**src/logic/tds_consts.svh**
```systemverilog
// Constants of the temperature discharge sequencer.
// Assumes a 25 MHz system clock and a byte-addressed register port.
`ifndef TDS_CONSTS_SVH
`define TDS_CONSTS_SVH

// =====================================================================
// Register offsets
`define TDS_REG_CMD        8'h00
`define TDS_REG_CFG        8'h04
`define TDS_REG_IRQ_STAT   8'h08
`define TDS_REG_IRQ_MASK   8'h0C
`define TDS_REG_STATE      8'h10
`define TDS_REG_RES1       8'h14
`define TDS_REG_RES2       8'h18
`define TDS_REG_RES3       8'h1C
`define TDS_REG_RES4       8'h20

// =====================================================================
// Command bits
`define TDS_CMD_SINGLE     0
`define TDS_CMD_HOTCOLD    1

// Configuration fields
`define TDS_CFG_TWO_PORTS  0
`define TDS_CFG_ORDER      1
`define TDS_CFG_MAINS      2
`define TDS_CFG_STOPSEL    3
`define TDS_CFG_REFSEL     4
`define TDS_CFG_SUM_EN     5
`define TDS_CFG_FAKE       7:6
`define TDS_CFG_CYCLE      15:8
`define TDS_CFG_PAUSE      23:16
`define TDS_CFG_RESET      32'h0000_1000

// Interrupt event bits
`define TDS_EV_DONE        0
`define TDS_EV_TIMEOUT     1
`define TDS_EV_HOT_DONE    2
`define TDS_EV_SUM         3
`define TDS_EV_N           4

// =====================================================================
// Timing
`define TDS_CLK_PERIOD_NS  40
`define TDS_MAINS50_NS     20000000
`define TDS_MAINS60_NS     16670000
`define TDS_LAST_PORT4     2'h3
`define TDS_LAST_PORT2     2'h1
`define TDS_TIMER_MAX      16'hFFFF

`endif

```
**src/logic/tds_pkg.sv**
```systemverilog
// Types of the temperature discharge sequencer.
// Assumes tds_consts.svh holds the register, field and timing constants.
package tds_pkg;

	// =================================================================
	// Sequencer states
	typedef enum logic [1:0] {
		TDS_IDLE   = 2'b00,
		TDS_CHARGE = 2'b01,
		TDS_DISCH  = 2'b10,
		TDS_PAUSE  = 2'b11
	} tds_state_e;

	typedef logic [15:0] tds_time_t;

endpackage : tds_pkg

```
**src/logic/tds_sequencer.sv**
```systemverilog
// Temperature discharge sequencer: charges a load capacitor and times its
// discharge through up to four sensor ports, with single and hot/cold runs.
// Assumes comparator and reference clock pins are asynchronous, and the
// register master follows the one-cycle strobe protocol on i_clk.
// Results hold the last run only: hot results are read on the hot-done
// interrupt, during the pause. Pins must stay at each level two clocks at least.
//
// Functional notes
// RQ1: Hot/cold command runs the sequence twice.
// RQ2: Single command runs one sequence, then stops.
// RQ3: Pause between runs is count times mains period.
// RQ4: Two-port setting measures ports one and two.
// RQ5: Order set ascends ports, clear descends.
// RQ6: Cycle time bounds charge and discharge intervals.
// RQ7: Fake measurements precede real ones, results discarded.
// RQ8: Reference clock selection picks the timing source.
// RQ9: Stop comparator select: internal or external inverting.
// RQ10: Sum enable puts multihit sum in result four.
// RQ11: Host divides sum by number of hits.
// RQ12: Mains select: set 16.67 ms, clear 20 ms.
// RQ13: Results held and completion flagged after sequence.
//
// The register offsets and the plain strobed port are this design's own decisions.
`timescale 1ns/1ps
`include "tds_consts.svh"

module tds_sequencer
	import tds_pkg::*;
#(
	parameter int P_MAINS50_CYC = `TDS_MAINS50_NS / `TDS_CLK_PERIOD_NS, // 20 ms in cycles
	parameter int P_MAINS60_CYC = `TDS_MAINS60_NS / `TDS_CLK_PERIOD_NS  // 16.67 ms in cycles
) (
	input  wire logic        i_clk,        // System clock, 25 MHz
	input  wire logic        i_rst,        // Async reset, active high
	input  wire logic [7:0]  i_addr,       // Register byte address
	input  wire logic [31:0] i_wdata,      // Register write data
	input  wire logic        i_wr,         // Write strobe
	input  wire logic        i_rd,         // Read strobe
	output logic      [31:0] o_rdata,      // Read data, cycle after i_rd
	input  wire logic        i_ref_hs,     // High speed reference clock pin
	input  wire logic        i_ref_lf,     // Low frequency reference clock pin
	input  wire logic        i_cmp_int,    // Integrated comparator, high on stop
	input  wire logic        i_cmp_ext_n,  // External inverting comparator
	input  wire logic        i_mh_valid,   // Multihit results valid pulse
	input  wire logic [15:0] i_mh_hit1,    // First hit time
	input  wire logic [15:0] i_mh_hit2,    // Second hit time
	input  wire logic [15:0] i_mh_hit3,    // Third hit time
	output logic             o_charge,     // Charge the load capacitor
	output logic      [3:0]  o_port_en,    // Discharge through sensor port
	output logic             o_busy,       // Sequence running
	output logic             o_irq         // Interrupt, level
);

	// =================================================================
	// Pin synchronisers and edge detection
	localparam int N_PIN = 4;
	logic [N_PIN-1:0] pin_raw;
	logic [N_PIN-1:0] pin_s1;
	logic [N_PIN-1:0] pin_s2;
	logic [N_PIN-1:0] pin_s3;
	assign pin_raw = {i_cmp_ext_n, i_cmp_int, i_ref_lf, i_ref_hs};

	// The third flop turns each synchronised edge into a one-cycle pulse,
	// so a slow pin edge is counted once only
	genvar gi;
	generate
		for (gi = 0; gi < N_PIN; gi++) begin : g_sync
			// Two flops, then a third for edge detection
			always_ff @(posedge i_clk or posedge i_rst) begin
				if (i_rst) begin
					pin_s1[gi] <= 1'b0;
					pin_s2[gi] <= 1'b0;
					pin_s3[gi] <= 1'b0;
				end else begin
					pin_s1[gi] <= pin_raw[gi];
					pin_s2[gi] <= pin_s1[gi];
					pin_s3[gi] <= pin_s2[gi];
				end
			end
		end
	endgenerate

	// =================================================================
	// Configuration and software registers
	logic [31:0]           cfg;
	logic [`TDS_EV_N-1:0]  irq_stat;
	logic [`TDS_EV_N-1:0]  irq_mask;
	logic [`TDS_EV_N-1:0]  ev;
	tds_time_t             res [4];
	logic [17:0]           mh_sum;
	logic                  wr_cmd;
	logic                  start_single;
	logic                  start_hc;

	assign wr_cmd       = i_wr && (i_addr == `TDS_REG_CMD);
	assign start_single = wr_cmd && i_wdata[`TDS_CMD_SINGLE];
	assign start_hc     = wr_cmd && i_wdata[`TDS_CMD_HOTCOLD] && !i_wdata[`TDS_CMD_SINGLE];

	// Reference tick from the selected source
	// Stops are edge-detected, so a comparator left high by the last port is ignored
	logic ref_tick;
	logic stop_ev;
	always_comb begin
		if (cfg[`TDS_CFG_REFSEL])  // [RQ8]
			ref_tick = pin_s2[1] && !pin_s3[1];
		else
			ref_tick = pin_s2[0] && !pin_s3[0];
		if (cfg[`TDS_CFG_STOPSEL]) // [RQ9]
			stop_ev = !pin_s2[3] && pin_s3[3];
		else
			stop_ev = pin_s2[2] && !pin_s3[2];
	end

	// Configuration write
	// Takes effect at once; hosts should write it only while idle
	always_ff @(posedge i_clk or posedge i_rst) begin
		if (i_rst)
			cfg <= `TDS_CFG_RESET;
		else if (i_wr && i_addr == `TDS_REG_CFG)
			cfg <= i_wdata;
	end

	// =================================================================
	// Sequencer
	tds_state_e state;
	logic       hotcold;
	logic       hot;
	logic [1:0] fake_left;
	logic [1:0] slot;
	logic [1:0] last_slot;
	logic [1:0] port_idx;
	logic [7:0] tick_cnt;
	logic [7:0] pause_cnt;
	logic [31:0] mains_cnt;
	logic [31:0] mains_last;
	tds_time_t  timer;
	logic       meas_end;
	logic       run_end;

	// Two-port mode shortens the scan
	assign last_slot = cfg[`TDS_CFG_TWO_PORTS] ? `TDS_LAST_PORT2 : `TDS_LAST_PORT4; // [RQ4]
	// Fakes use the first port of the order
	always_comb begin
		if (fake_left != 2'h0)
			port_idx = cfg[`TDS_CFG_ORDER] ? 2'h0 : last_slot;
		else if (cfg[`TDS_CFG_ORDER])  // [RQ5]
			port_idx = slot;
		else
			port_idx = last_slot - slot;
	end

	// Discharge ends on stop or after one cycle time of reference ticks
	assign meas_end = (state == TDS_DISCH) &&
		(stop_ev || (ref_tick && tick_cnt == cfg[`TDS_CFG_CYCLE])); // [RQ6]
	// A run ends on its last real port; fakes never end a run
	assign run_end  = meas_end && fake_left == 2'h0 && slot == last_slot;
	// Mains period as a cycle count
	assign mains_last = cfg[`TDS_CFG_MAINS] ? P_MAINS60_CYC - 1 : P_MAINS50_CYC - 1; // [RQ12]

	// State and sequence position
	always_ff @(posedge i_clk or posedge i_rst) begin
		if (i_rst) begin
			state     <= TDS_IDLE;
			hotcold   <= 1'b0;
			hot       <= 1'b0;
			fake_left <= 2'h0;
			slot      <= 2'h0;
		end else begin
			unique case (state)
				// Commands arriving while busy are ignored
				TDS_IDLE: begin
					if (start_single || start_hc) begin
						state     <= TDS_CHARGE;
						hotcold   <= start_hc;                  // [RQ1]
						hot       <= 1'b1;
						fake_left <= cfg[`TDS_CFG_FAKE];        // [RQ7]
						slot      <= 2'h0;
					end
				end
				// Charge for one cycle time of reference ticks
				TDS_CHARGE: begin
					if (ref_tick && tick_cnt == cfg[`TDS_CFG_CYCLE])
						state <= TDS_DISCH;                     // [RQ6]
				end
				// Fakes first, then real ports, then the cold run or idle
				TDS_DISCH: begin
					if (meas_end) begin
						if (fake_left != 2'h0) begin
							fake_left <= fake_left - 2'h1;      // [RQ7]
							state     <= TDS_CHARGE;
						end else if (slot != last_slot) begin
							slot  <= slot + 2'h1;
							state <= TDS_CHARGE;
						end else if (hotcold && hot) begin
							// Cold run follows after the pause
							hot       <= 1'b0;                  // [RQ1]
							slot      <= 2'h0;
							fake_left <= cfg[`TDS_CFG_FAKE];
							state     <= (cfg[`TDS_CFG_PAUSE] == 8'h00) ? TDS_CHARGE : TDS_PAUSE;
						end else begin
							state <= TDS_IDLE;                  // [RQ2]
						end
					end
				end
				// Count mains periods, then the cold run charges again
				TDS_PAUSE: begin
					if (mains_cnt == mains_last && pause_cnt == cfg[`TDS_CFG_PAUSE] - 8'h01)
						state <= TDS_CHARGE;                    // [RQ3]
				end
			endcase
		end
	end

	// Reference tick counter for charge and discharge windows
	// Restarts at every port, so each window spans one full cycle time
	always_ff @(posedge i_clk or posedge i_rst) begin
		if (i_rst)
			tick_cnt <= 8'h00;
		else if (state == TDS_IDLE || state == TDS_PAUSE || meas_end)
			tick_cnt <= 8'h00;
		else if (ref_tick)
			tick_cnt <= (tick_cnt == cfg[`TDS_CFG_CYCLE]) ? 8'h00 : tick_cnt + 8'h01;
	end

	// Pause counter: mains periods times pause count
	// The mains count is an enable divider; the pause count steps once per period
	always_ff @(posedge i_clk or posedge i_rst) begin
		if (i_rst) begin
			mains_cnt <= 32'h0000_0000;
			pause_cnt <= 8'h00;
		end else if (state != TDS_PAUSE) begin
			mains_cnt <= 32'h0000_0000;
			pause_cnt <= 8'h00;
		end else if (mains_cnt == mains_last) begin
			mains_cnt <= 32'h0000_0000;
			pause_cnt <= pause_cnt + 8'h01;                     // [RQ3]
		end else begin
			mains_cnt <= mains_cnt + 32'h0000_0001;
		end
	end

	// Discharge timer in system clocks, saturating
	// Saturates rather than wraps, so a very slow discharge reads as full scale
	always_ff @(posedge i_clk or posedge i_rst) begin
		if (i_rst)
			timer <= 16'h0000;
		else if (state != TDS_DISCH)
			timer <= 16'h0000;
		else if (timer != `TDS_TIMER_MAX)
			timer <= timer + 16'h0001;
	end

	// =================================================================
	// Results
	// One result register per port; fake measurements never overwrite one
	genvar gp;
	generate
		for (gp = 0; gp < 4; gp++) begin : g_res
			always_ff @(posedge i_clk or posedge i_rst) begin
				if (i_rst) begin
					res[gp] <= 16'h0000;
				end else if (meas_end && fake_left == 2'h0 && port_idx == 2'(gp)) begin
					// Raw discharge time, or full scale on timeout
					res[gp] <= stop_ev ? timer : `TDS_TIMER_MAX; // [RQ13]
				end
			end
		end
	endgenerate

	// Multihit sum; host divides it by the number of hits
	// Eighteen bits, so three full-scale hits cannot overflow
	always_ff @(posedge i_clk or posedge i_rst) begin
		if (i_rst)
			mh_sum <= 18'h0_0000;
		else if (i_mh_valid && cfg[`TDS_CFG_SUM_EN])
			mh_sum <= {2'b00, i_mh_hit1} + {2'b00, i_mh_hit2} + {2'b00, i_mh_hit3}; // [RQ10]
	end

	// =================================================================
	// Interrupts: sticky, write one to clear, set wins
	// Event pulses, one cycle each
	always_comb begin
		ev                   = '0;
		ev[`TDS_EV_DONE]     = run_end && !(hotcold && hot);    // [RQ13]
		ev[`TDS_EV_TIMEOUT]  = meas_end && !stop_ev;
		ev[`TDS_EV_HOT_DONE] = run_end && hotcold && hot;
		ev[`TDS_EV_SUM]      = i_mh_valid && cfg[`TDS_CFG_SUM_EN];
	end

	// Status: an event in the clearing cycle wins over the clear
	always_ff @(posedge i_clk or posedge i_rst) begin
		if (i_rst)
			irq_stat <= '0;
		else if (i_wr && i_addr == `TDS_REG_IRQ_STAT)
			irq_stat <= (irq_stat & ~i_wdata[`TDS_EV_N-1:0]) | ev;
		else
			irq_stat <= irq_stat | ev;
	end

	// Mask, same layout as the status
	always_ff @(posedge i_clk or posedge i_rst) begin
		if (i_rst)
			irq_mask <= '0;
		else if (i_wr && i_addr == `TDS_REG_IRQ_MASK)
			irq_mask <= i_wdata[`TDS_EV_N-1:0];
	end

	assign o_irq = |(irq_stat & irq_mask);

	// =================================================================
	// Read port, data one cycle after the strobe
	// Zero outside the answer cycle, so a stale word never lingers
	always_ff @(posedge i_clk or posedge i_rst) begin
		if (i_rst) begin
			o_rdata <= 32'h0000_0000;
		end else if (i_rd) begin
			unique case (i_addr)
				`TDS_REG_CFG:      o_rdata <= cfg;
				`TDS_REG_IRQ_STAT: o_rdata <= {28'h000_0000, irq_stat};
				`TDS_REG_IRQ_MASK: o_rdata <= {28'h000_0000, irq_mask};
				`TDS_REG_STATE:    o_rdata <= {24'h00_0000, port_idx, slot, hot, hotcold, state};
				`TDS_REG_RES1:     o_rdata <= {16'h0000, res[0]};
				`TDS_REG_RES2:     o_rdata <= {16'h0000, res[1]};
				`TDS_REG_RES3:     o_rdata <= {16'h0000, res[2]};
				`TDS_REG_RES4:     o_rdata <= cfg[`TDS_CFG_SUM_EN] ?
					{14'h0000, mh_sum} : {16'h0000, res[3]};        // [RQ10]
				default:           o_rdata <= 32'h0000_0000;
			endcase
		end else begin
			o_rdata <= 32'h0000_0000;
		end
	end

	// =================================================================
	// Pin drive decoded from state flops
	// Charge and discharge are exclusive by state, so the capacitor is never
	// charged while a sensor port draws from it
	assign o_charge = (state == TDS_CHARGE);
	assign o_busy   = (state != TDS_IDLE);
	always_comb begin
		o_port_en = 4'h0;
		if (state == TDS_DISCH)
			o_port_en[port_idx] = 1'b1;
	end

endmodule : tds_sequencer

```
**config.mk**
```make
export PLATFORM = sky130hd
export DESIGN_NAME = tds_sequencer
export DESIGN_NICKNAME = d
export VERILOG_FILES = /design/src/logic/tds_pkg.sv /design/src/logic/tds_sequencer.sv
export VERILOG_INCLUDE_DIRS = /design/src /design/src/logic
export SDC_FILE = /design/constraint.sdc
export NUM_CORES = 1
export LEC_CHECK = 0
export BUFFER_PORTS_ARGS = -buffer_cell sky130_fd_sc_hd__buf_2
export CAP_MARGIN = 0
export CELL_PAD_IN_SITES_DETAIL_PLACEMENT = 1
export CELL_PAD_IN_SITES_GLOBAL_PLACEMENT = 2
export CORE_MARGIN = 4
export CORE_UTILIZATION = 25
export CTS_CLUSTER_DIAMETER = 100
export DETAILED_ROUTE_END_ITERATION = 16
export GPL_TIMING_DRIVEN = 0
export PLACE_DENSITY_LB_ADDON = 0.1
export SYNTH_ARGS = -nofsm -noshare
export SYNTH_HDL_FRONTEND = slang
export SYNTH_SLANG_ARGS = --single-unit
export TNS_END_PERCENT = 30
```
**constraint.sdc**
```tcl
create_clock -name i_clk -period 9.9 [get_ports i_clk]
set_input_delay 1.98 -clock i_clk [delete_from_list [all_inputs] [get_ports i_clk]]
set_output_delay 1.98 -clock i_clk [all_outputs]
set_load 0.03 [all_outputs]
```
# After elaboration in Yosys (flattened, before gate mapping)
# Index checks and enable logic that the tools add are counted.
classes:
  n_addsub: 10
  n_eq_ne: 32
  muxes: 51
  reduce_logical: 55
  order_cmp: 2
  bitwise: 5
op_table:
  columns: ["operator", "count"]
  rows:
  - ["$pmux 32 s8", 1]
  - ["$mux 32", 3]
  - ["$mux 16", 3]
  - ["$mux 2", 22]
  - ["$mux 8", 5]
  - ["$add 32x1->32 const B", 1]
  - ["$eq 32x19->1", 1]
  - ["$eq 8x5->1 const B", 4]
  - ["$logic_and 1x1->1", 27]
  - ["$add 17x16->18", 1]
  - ["$mux 18", 1]
  - ["$add 16x16->17", 1]
  - ["$mux 17", 1]
  - ["$add 16x1->16 const B", 1]
  - ["$add 8x1->8 const B", 2]
  - ["$eq 8x4->1 const B", 2]
  - ["$eq 8x8->1", 2]
  - ["$logic_not 8->1", 2]
  - ["$ne 16x16->1 const B", 1]
  - ["$ne 2x2->1 const B", 8]
  - ["$reduce_bool 2->1", 6]
  - ["$reduce_and 5->1", 2]
  - ["$ne 3x3->1 const B", 3]
  - ["$and 4x4->4", 2]
  - ["28 further kinds", 53]
word_totals:
  input_bits: 97
  wordCells: 185
  out_inout_bits: 39
  reg_bits: 238

# Longest topological paths before layout
# Gate-level depths: netlist of run 1.
depth:
  word_depth: 12
  depth_mapped: 11
  mapped_depth_nobuf: 11

# Worst setup path before layout of run 1
# Ideal clock, no wire load.
synth_timing:
  kind: "input to register"
  from: "input port i_mh_hit1[1]"
  to: "register mh_sum[9]"
  setup_slack_ps: 5467
  t_required_ps: 9831
  stages: 9
  setup_ps: 69
  n_path_buf: 0
  arrival_ps: 4364
  cell_sequence: "fa_1 > ha_1 > fa_1 > a21o_1 > a21o_1 > a21o_1 > a211o_1 > a2111o_1 > nand3_1"
synth_between:
  elab_chain_cells: 2
synth_rtl:
  columns: ["element", "line_no", "rtl"]
  rows:
  - ["from (decl)", "tds_sequencer.sv:45", "input wire logic [15:0] i_mh_hit1,"]
  - ["$add 16x16->17", "tds_sequencer.sv:276", "mh_sum <= {2'b00, i_mh_hit1} + {2'b00, i_mh_hit2} + {2'b00, i_mh_hit3};"]
  - ["$add 17x16->18", "tds_sequencer.sv:276", null]
  - ["to (signal assigned)", "tds_sequencer.sv:276", null]
  - ["to (decl)", "tds_sequencer.sv:90", "logic [17:0] mh_sum;"]
# Every way passes these cells.
# A chain may end at the register's enable or synchronous reset.

# Final worst setup path of run 1
layout_timing:
  from: "register state[0]"
  to: "output port o_port_en[3]"
layout_between:
  elab_chain_cells: 2
layout_rtl:
  columns: ["element", "line_no", "rtl"]
  rows:
  - ["from (decl)", "tds_sequencer.sv:125", "tds_state_e state;"]
  - ["from (signal assigned)", "tds_sequencer.sv:199", "state <= (cfg[`TDS_CFG_PAUSE] == 8'h00) ? TDS_CHARGE : TDS_PAUSE;"]
  - ["$eq 2x2->1", "tds_sequencer.sv:342", "if (state == TDS_DISCH)"]
  - ["$mux 4", "tds_sequencer.sv:342", null]
  - ["to (decl)", "tds_sequencer.sv:49", "output logic [3:0] o_port_en,"]
# Every way passes these cells.

==> results.md, run 1 <==
* Status: finished, final reports clean
* Clock slew at reported path FFs at 0.06 ns
* Crit end category: primary output
* Max-slew violations at 0
* Post-synth ARST share at between 90% and 100%
* Post_cts resized at 0
* Placed inst area at 13,400 sq um
* H-tree Lvls at 1
* Largest cells by area after synthesis: dfrtp_1, nor2_1, mux2_2
* Final setup fails at 0
* Worst hold path type: reg2reg
* Final hold violation count at 0
* Syn nets at about 1,300
* Relative slew slack at 13.2%
* DRT antenna net count at 0
* Synth Cell Area at 11,900 sq um
* Startpoint types: flip-flop
* Fillcell total at 5,352
* EDFF count, synth at 0
* WP data required at 7.92 ns
* Post-layout min period at 4.52 ns
* Via count of the routed design at roughly 9,400
* Port Buf Inserts at 135
* DR WL/cell at 20.9 microns
* Hold buffer count at CTS at 0
* Starting DRC count in detailed routing at 409
* Worst Hold End: pin_s2[3]$_DFF_PP0_
* Synth warn at 0
* Post-synth top flop: dfrtp_1
* Share of cells above drive strength 1 at 18.5%
* Initial Util at 25.5%
* Final period util at 45.7%
* Hold WS at ~0.35 ns
* Clock Latency Late Sink at 0.57 ns
* Antenna cells at 0
* Max Clock Skew at 0.0191 ns
* Top cell type's share of synthesized area at about half
* 1st-pass router iterations at 4
* R2R setup slack at 6.41 ns
* Vias in the first global route at 10,300
* Overall routing resource usage at 16.0%
* Die Ht at between 200 and 250 microns
* Dpl hpwl at between 30 and 40 mm
* Mapped Cells at 1,156
* Clock Sinks at 238
* Flop pwr share at approximately 41%
* Unrepaired setup endpoints after global routing: no
* P_leak at 6.50 nW
* Critical Path Fanout Max at 10
* Initial antenna violation count at 0
* Measured slew at the worst slew-check pin at 1.30 ns
* CTS root buffer: clkbuf_16
* Global route overflow at 0
* Drt drc at 0
* Worst R2R Path Depth at 8
* DRT Wirelength at 40.9 mm
* Post-Layout Inst Area at 14,500 sq um
* Largest net degree at the start of global routing at 115
* Switching Share at 31.3%
* Power Density at about 220 nW/um^2
* Total of max-cap violations at 0
* Highest Clock Rate at 221 MHz
* Core area at 46,900 sq um
* Area delta synth->final at 21.8%
* Int Pwr at 0.00216 W
* CTS Buffer Depth at 3
* Nets at 1,464
* Avg Inst Size Synth at approximately 10 sq um
* FF+latch count, synth at approximately 240
* Critical path type: reg2out
* CP startpoint: state[0]$_DFFE_PP0P_
* Die X at 226 microns
* DR vias/cell at 4.81
* Maximum vdd drop at 0.130 mV
* Row cnt at 79
* Cell taking the most area after synthesis: dfrtp_1
* CTS Buf Count at 31
* Sw Pwr at 0.000983 W
* Hold path cells at 0
* Clock power frac at 38.5%
* Combinational Power Share at 20.7%
* Min-delay src: pin_s1[3]$_DFF_PP0_
* Post-synth cell types at 75
* Die ar. at 51,300 sq um
* End of the worst register-to-register path: res[9]$_DFFE_PP0P_
* TritonCTS clock tree: done
* # IOs at approximately 140
* Critical Path AT at between 2 and 3 ns
* Sequential area share after synthesis at 49.9%
* First-pass GRT wire length at 63.7 mm
* Postcts setup bufs at 0
* R2r startpoint: cfg[8]$_DFFE_PP0P_
* Final Wtd Congestion at around 0.78
[registers in the layout, summed over array words and instances, names as in the netlist]
register and flops:
slot 2, cfg 32, fake_left 2, pin_s1 4
state 2, pause_cnt 8, irq_stat 4, mains_cnt 32
timer 16, irq_mask 4, pin_s2 4, o_rdata 32
tick_cnt 8, pin_s3 4, res 64, hot 1
hotcold 1, mh_sum 18
[power by group through the flow]
stage          clock network [W]  logic, W  registers, W
3_5_place_dp                   0  0.000664       0.00130
4_1_cts                  0.00126  0.000669       0.00128
3_3_place_gp                   0  0.000652       0.00130
2_1_floorplan                  0  0.000464       0.00125
6_report                 0.00121  0.000653       0.00128
5_1_grt                  0.00130  0.000743       0.00131
[worst max path at each step]
| stage | endpoint | slack (ns) | cells past startpoint |
|---|---|---|---|
| after detailed placement | o_rdata[7]$_DFF_PP0_ | 4.72 | 6 |
| final | o_port_en[3] | 5.38 | 7 |
| after CTS | o_rdata[7]$_DFF_PP0_ | 5.31 | 6 |
| after global routing | o_port_en[0] | 5.10 | 7 |
| after global placement | mh_sum[6]$_DFFE_PP0P_ | -2.33 | 2 |
| after floorplan | cfg[0]$_DFFE_PP0P_ | 1.39 | 1 |
[per-stage QoR]
| stage | util [%] | total power [W] | TNS, ns | std cells | setup WS [ns] |
|---|---|---|---|---|---|
| global placement | 28.5 | 0.00195 | -544.64 | 1898 | -2.33 |
| finish | 31.0 | 0.00315 | 0 | 1957 | 5.38 |
| global route | 31.0 | 0.00335 | 0 | 1957 | 5.10 |
| CTS | 31.0 | 0.00321 | 0 | 1957 | 5.31 |
| detailed placement | 28.7 | 0.00197 | 0 | 1900 | 4.72 |
| floorplan | - | 0.00172 | 0 | 1156 | 1.39 |
[kinds of logic after synthesis]
| group | share of synthesized area (%) |
|---|---|
| multiplexers | 5.77 |
| flip-flops | 49.9 |
| AND/OR/NAND/NOR | 16.8 |
| adder cells (fa/ha/maj) | 5.37 |
| AO/OA/AOI/OAI | 13.7 |
| buffers and inverters | 2.40 |
| XOR/XNOR | 6.02 |
[metal layers]
metal	GRT usage, %	part of all wire, %	vias to the layer above
met3	2.05	2.6	42
met5	0	0	-
met1	22.1	47	4799
met4	3.08	2.0	0
li1	-	-	4455
met2	27.1	49	114
[Yosys cell counts (5+ instances only)]
cell	instances
inv_1	21
nor4b_1	6
nor3_1	24
xor2_1	38
nor2_1	171
a21o_1	9
and2_1	15
nor2b_1	6
mux2_2	42
nand4_1	22
mux2i_1	20
a21boi_1	8
and4_1	5
a21oi_1	94
clkbuf_1	36
xnor2_1	44
a221oi_1	15
nand3_1	28
nor4_1	5
dfrtp_1	237
nand2b_1	6
or4_1	6
and3_1	31
o21ai_0	27
fa_1	17
buf_1	15
a22oi_1	22
ha_1	24
o211ai_1	6
nand2_1	74
[worst max-delay path, cell delays in order, from the launching register on]
cell and delay [ns]:
dfrtp_1 0.44, inv_1 0.10, ha_1 0.14, clkbuf_1 0.35, clkbuf_1 0.44, nand2_1 0.17, nor2_1 0.13, buf_2 0.21
[cell usage in the layout (no fill, tap or decap), types with 5 or more instances in the layout]
| cell type | netlist | routed |
|---|---|---|
| nor2b_1 | 6 | 6 |
| buf_1 | 15 | 15 |
| a21oi_1 | 94 | 94 |
| nand2_1 | 74 | 74 |
| clkbuf_1 | 36 | 40 |
| bufinv_16 | 0 | 5 |
| xor2_1 | 38 | 38 |
| nor4_1 | 5 | 5 |
| mux2_2 | 42 | 42 |
| clkbuf_16 | 0 | 31 |
| mux2i_1 | 20 | 20 |
| or4_1 | 6 | 6 |
| nor3_1 | 24 | 24 |
| and4_1 | 5 | 5 |
| nand2b_1 | 6 | 6 |
| buf_2 | 1 | 136 |
| ha_1 | 24 | 24 |
| inv_1 | 21 | 20 |
| a221oi_1 | 15 | 15 |
| nor4b_1 | 6 | 6 |
| xnor2_1 | 44 | 44 |
| o21ai_0 | 27 | 27 |
| a21boi_1 | 8 | 8 |
| and3_1 | 31 | 31 |
| dfrtp_1 | 237 | 237 |
| clkbuf_8 | 0 | 7 |
| nand3_1 | 28 | 28 |
| a22oi_1 | 22 | 22 |
| a21o_1 | 9 | 9 |
| fa_1 | 17 | 17 |
| and2_1 | 15 | 15 |
| o211ai_1 | 6 | 6 |
| nand4_1 | 22 | 22 |
| nor2_1 | 171 | 171 |
[final cells by class]
| type | count | area (sq um) | share of cell area [%] |
|---|---|---|---|
| clock buffer | 42 | 887 | 6.10 |
| timing repair buffer | 137 | 731 | 5.03 |
| multi-input combinational | 844 | 5690 | 39.1 |
| tap | 607 | 759 | 5.23 |
| buffer | 53 | 208 | 1.43 |
| clock inverter | 15 | 219 | 1.51 |
| inverter | 21 | 86.3 | 0.594 |
| sequential | 238 | 5960 | 41.0 |
Note: power is estimated with default switching activity, not from simulation.
==> run 2, diff against run 1 <==
==> constraint.sdc (replaced) <==
create_clock -name i_clk -period 3.69 [get_ports i_clk]
set_input_delay 0.738 -clock i_clk [delete_from_list [all_inputs] [get_ports i_clk]]
set_output_delay 0.738 -clock i_clk [all_outputs]
set_load 0.03 [all_outputs]
==> run 2 against run 1 <==
Compared with the run above:
- total power increased to 2.6 times the previous value
- combinational power grew to 2.7 times the previous value
- flip-flop and latch count did not move
- global-route usage hardly changed
- worst hold slack worse by 0.14 ns
- register-to-register slack worse by 6.0 ns
- first-iteration DRC count fell by 5.1%
- largest cell class unchanged
- highest routed layer unchanged
- non-clock buffer count is 5 higher
- largest power group unchanged
- clock skew is 0.0020 ns higher
- utilization about the same
- clock power up 150%
==> results.md, run 2 (synthesis results as in run 1) <==
* Status: finished, final reports clean
* Initial antenna violation count at 0 (unchanged)
* Initial Util at 25.5% (unchanged)
* Row cnt at 79 (unchanged)
* Crit-path cells: buf_2, or4_1, nor3_1, clkbuf_1, a22oi_1, a31oi_1
* Power Total at 0.00822 W (+160%)
* Post-layout min period at between 3 and 4 ns
* CTS Buffer Depth at 3 (unchanged)
* 1st-pass router iterations at 5 (+1)
* Setup_tns at 0 ns (unchanged)
* Slowest CP cell: nor3_1
* Critical Path Fanout Max at 10 (unchanged)
* Die ar. at 51,300 sq um (unchanged)
* Maximum vdd drop at 0.284 mV (+120%)
* Crit end category: flip-flop
* Clock Sinks at 238 (unchanged)
* Combinational Power Share at 21.4% (+0.7 points)
* Drt drc at 0 (unchanged)
* Largest net degree at the start of global routing at 39 (-66%)
* Worst stage delay on the critical path at 1.02 ns (+0.58 ns)
* Final period util at between 90 and 100%
* Critical Path AT at 3.81 ns (+1.27 ns)
* Measured slew at the worst slew-check pin at 1.31 ns (+0.00900 ns)
* Int Pwr at 0.00561 W (+160%)
* Vias in the first global route at 10,200 (-1.0%)
* Total of max-cap violations at 0 (unchanged)
* Final hold violation count at 0 (unchanged)
* Reg with most FFs: res
* Pre-CTS setup slack at -0.140 ns (-4.86 ns)
* WP data required at 4.10 ns (-3.82 ns)
* Via count of the routed design at 9,415 (+0.053%)
* Clock slew at reported path FFs at 0.06 ns (about the same)
* Relative slew slack at 12.5% (-0.60 points)
* Clock power frac at 36.8% (-1.7 points)
* DRT antenna net count at 0 (unchanged)
* Die X at 226 microns (unchanged)
* # IOs at 136 (unchanged)
* DR vias/cell at 4.80 (-0.15%)
* Area delta synth->final at 21.9% (about the same)
* Worst hold path type: in2async
* Postcts setup bufs at 0 (unchanged)
* H-tree Lvls at 1 (unchanged)
* Final Wtd Congestion at 0.791 (+1.2%)
* Sw Pwr at 0.00261 W (+170%)
* Fin util at 31.0% (about the same)
* Critical path type: in2reg
* Worst setup slack after layout at 0.287 ns (-5.09 ns)
* Fillcell total at 5,313 (-0.73%)
* DRT Wirelength at 41.2 mm (+0.69%)
* Die Ht at 226 microns (unchanged)
* Global route overflow at 0 (unchanged)
* Startpoint types: input pin
* Most frequent cells in the layout: dfrtp_1, nor2_1, buf_2
* Max Clock Skew at 0.0212 ns (+0.00205 ns)
* Flop pwr share at 41.8% (+1.0 points)
* Commonest non-fill, non-tap cell in the layout: dfrtp_1
* Max FFs per register at 64 (unchanged)
* Power Density at 565 nW/um^2 (+160%)
* DR WL/cell at 21.0 microns (+0.48%)
* Dpl hpwl at 31.4 mm (+2.7%)
* Port Buf Inserts at 135 (unchanged)
* Highest Clock Rate at 294 MHz
* First-pass GRT wire length at 63.7 mm (unchanged)
* Overall routing resource usage at 16.0% (+0.042 points)
* Final setup fails at 0 (unchanged)
* Core area at 46,900 sq um (unchanged)
* TritonCTS clock tree: done
* P_leak at 6.50 nW (about the same)
* Share of cells above drive strength 1 at 18.8% (+0.24 points)
* Clock Latency Late Sink at 0.57 ns (about the same)
* Starting DRC count in detailed routing at 388 (-5.1%)
* Antenna cells at 0 (unchanged)
* Unrepaired setup endpoints after global routing: no
* Nets at 1,468 (+0.27%)
* CTS root buffer: clkbuf_16
* Switching Share at 31.8% (+0.51 points)
* CTS Buf Count at 30 (-3.2%)
* Max-slew violations at 0 (unchanged)
==> run 2: metal layers <==
metal | up-vias | wire [microns] | track usage, %
li1 | 4455 | - | -
met1 | 4794 | 19200 | 22.3
met2 | 121 | 19900 | 26.8
met3 | 45 | 1150 | 2.15
met4 | 0 | 951 | 3.50
met5 | - | 0 | 0
==> run 2: path summary, 6_finish.rpt <==
path / depth (start not counted) / to / slack (ns) / from
setup / recovery: 6 / o_rdata[7]$_DFF_PP0_ / 0.29 / i_addr[1]
setup reg to reg: 8 / res[9]$_DFFE_PP0P_ / 0.40 / cfg[8]$_DFFE_PP0P_
hold reg to reg: 0 / pin_s2[2]$_DFF_PP0_ / 0.35 / pin_s1[2]$_DFF_PP0_
min in group i_clk: 1 / pin_s1[2]$_DFF_PP0_ / 0.27 / i_cmp_int
hold / removal: 2 / mains_cnt[9]$_DFF_PP0_ / 0.21 / i_rst
max in group asynchronous: 4 / res[41]$_DFFE_PP0P_ / 2.62 / i_rst
==> run 2: cell type report <==
| type | count | area (sq um) | share of cell area [%] |
|---|---|---|---|
| clock inverter | 15 | 173 | 1.19 |
| buffer | 53 | 208 | 1.43 |
| multi-input combinational | 844 | 5690 | 39.1 |
| timing repair buffer | 142 | 816 | 5.61 |
| tap | 607 | 759 | 5.22 |
| sequential | 238 | 5960 | 41.0 |
| clock buffer | 41 | 852 | 5.86 |
| inverter | 21 | 82.6 | 0.568 |
==> run 2: critical path, delay by kind of cell <==
family / cells / cell delay (ns)
buffers and inverters: 2 / 0.80
AND/OR/NAND/NOR: 2 / 1.70
AO/OA/AOI/OAI: 2 / 0.57
==> run 2: through the flow <==
stage / cell area (sq um) / hold WS, ns / instances
floorplan: 11900 / 0.331 / 1156
global placement: 13400 / 0.337 / 1898
detailed placement: 13500 / 0.336 / 1905
CTS: 14500 / 0.187 / 1961
global route: 14500 / 0.214 / 1961
finish: 14500 / 0.212 / 1961
==> run 2: power by group through the flow <==
| stage | clock, W | combinational [W] | sequential (W) |
|---|---|---|---|
| after floorplan | 0 | 0.00124 | 0.00336 |
| after global placement | 0 | 0.00175 | 0.00349 |
| after detailed placement | 0 | 0.00179 | 0.00349 |
| after CTS | 0.00315 | 0.00180 | 0.00345 |
| after global routing | 0.00328 | 0.00201 | 0.00351 |
| final | 0.00302 | 0.00176 | 0.00344 |
==> run 2: repair_timing <==
action,in CTS,in global routing
resized for setup,1,0
setup endpoints to repair,14,0
hold buffers,0,0
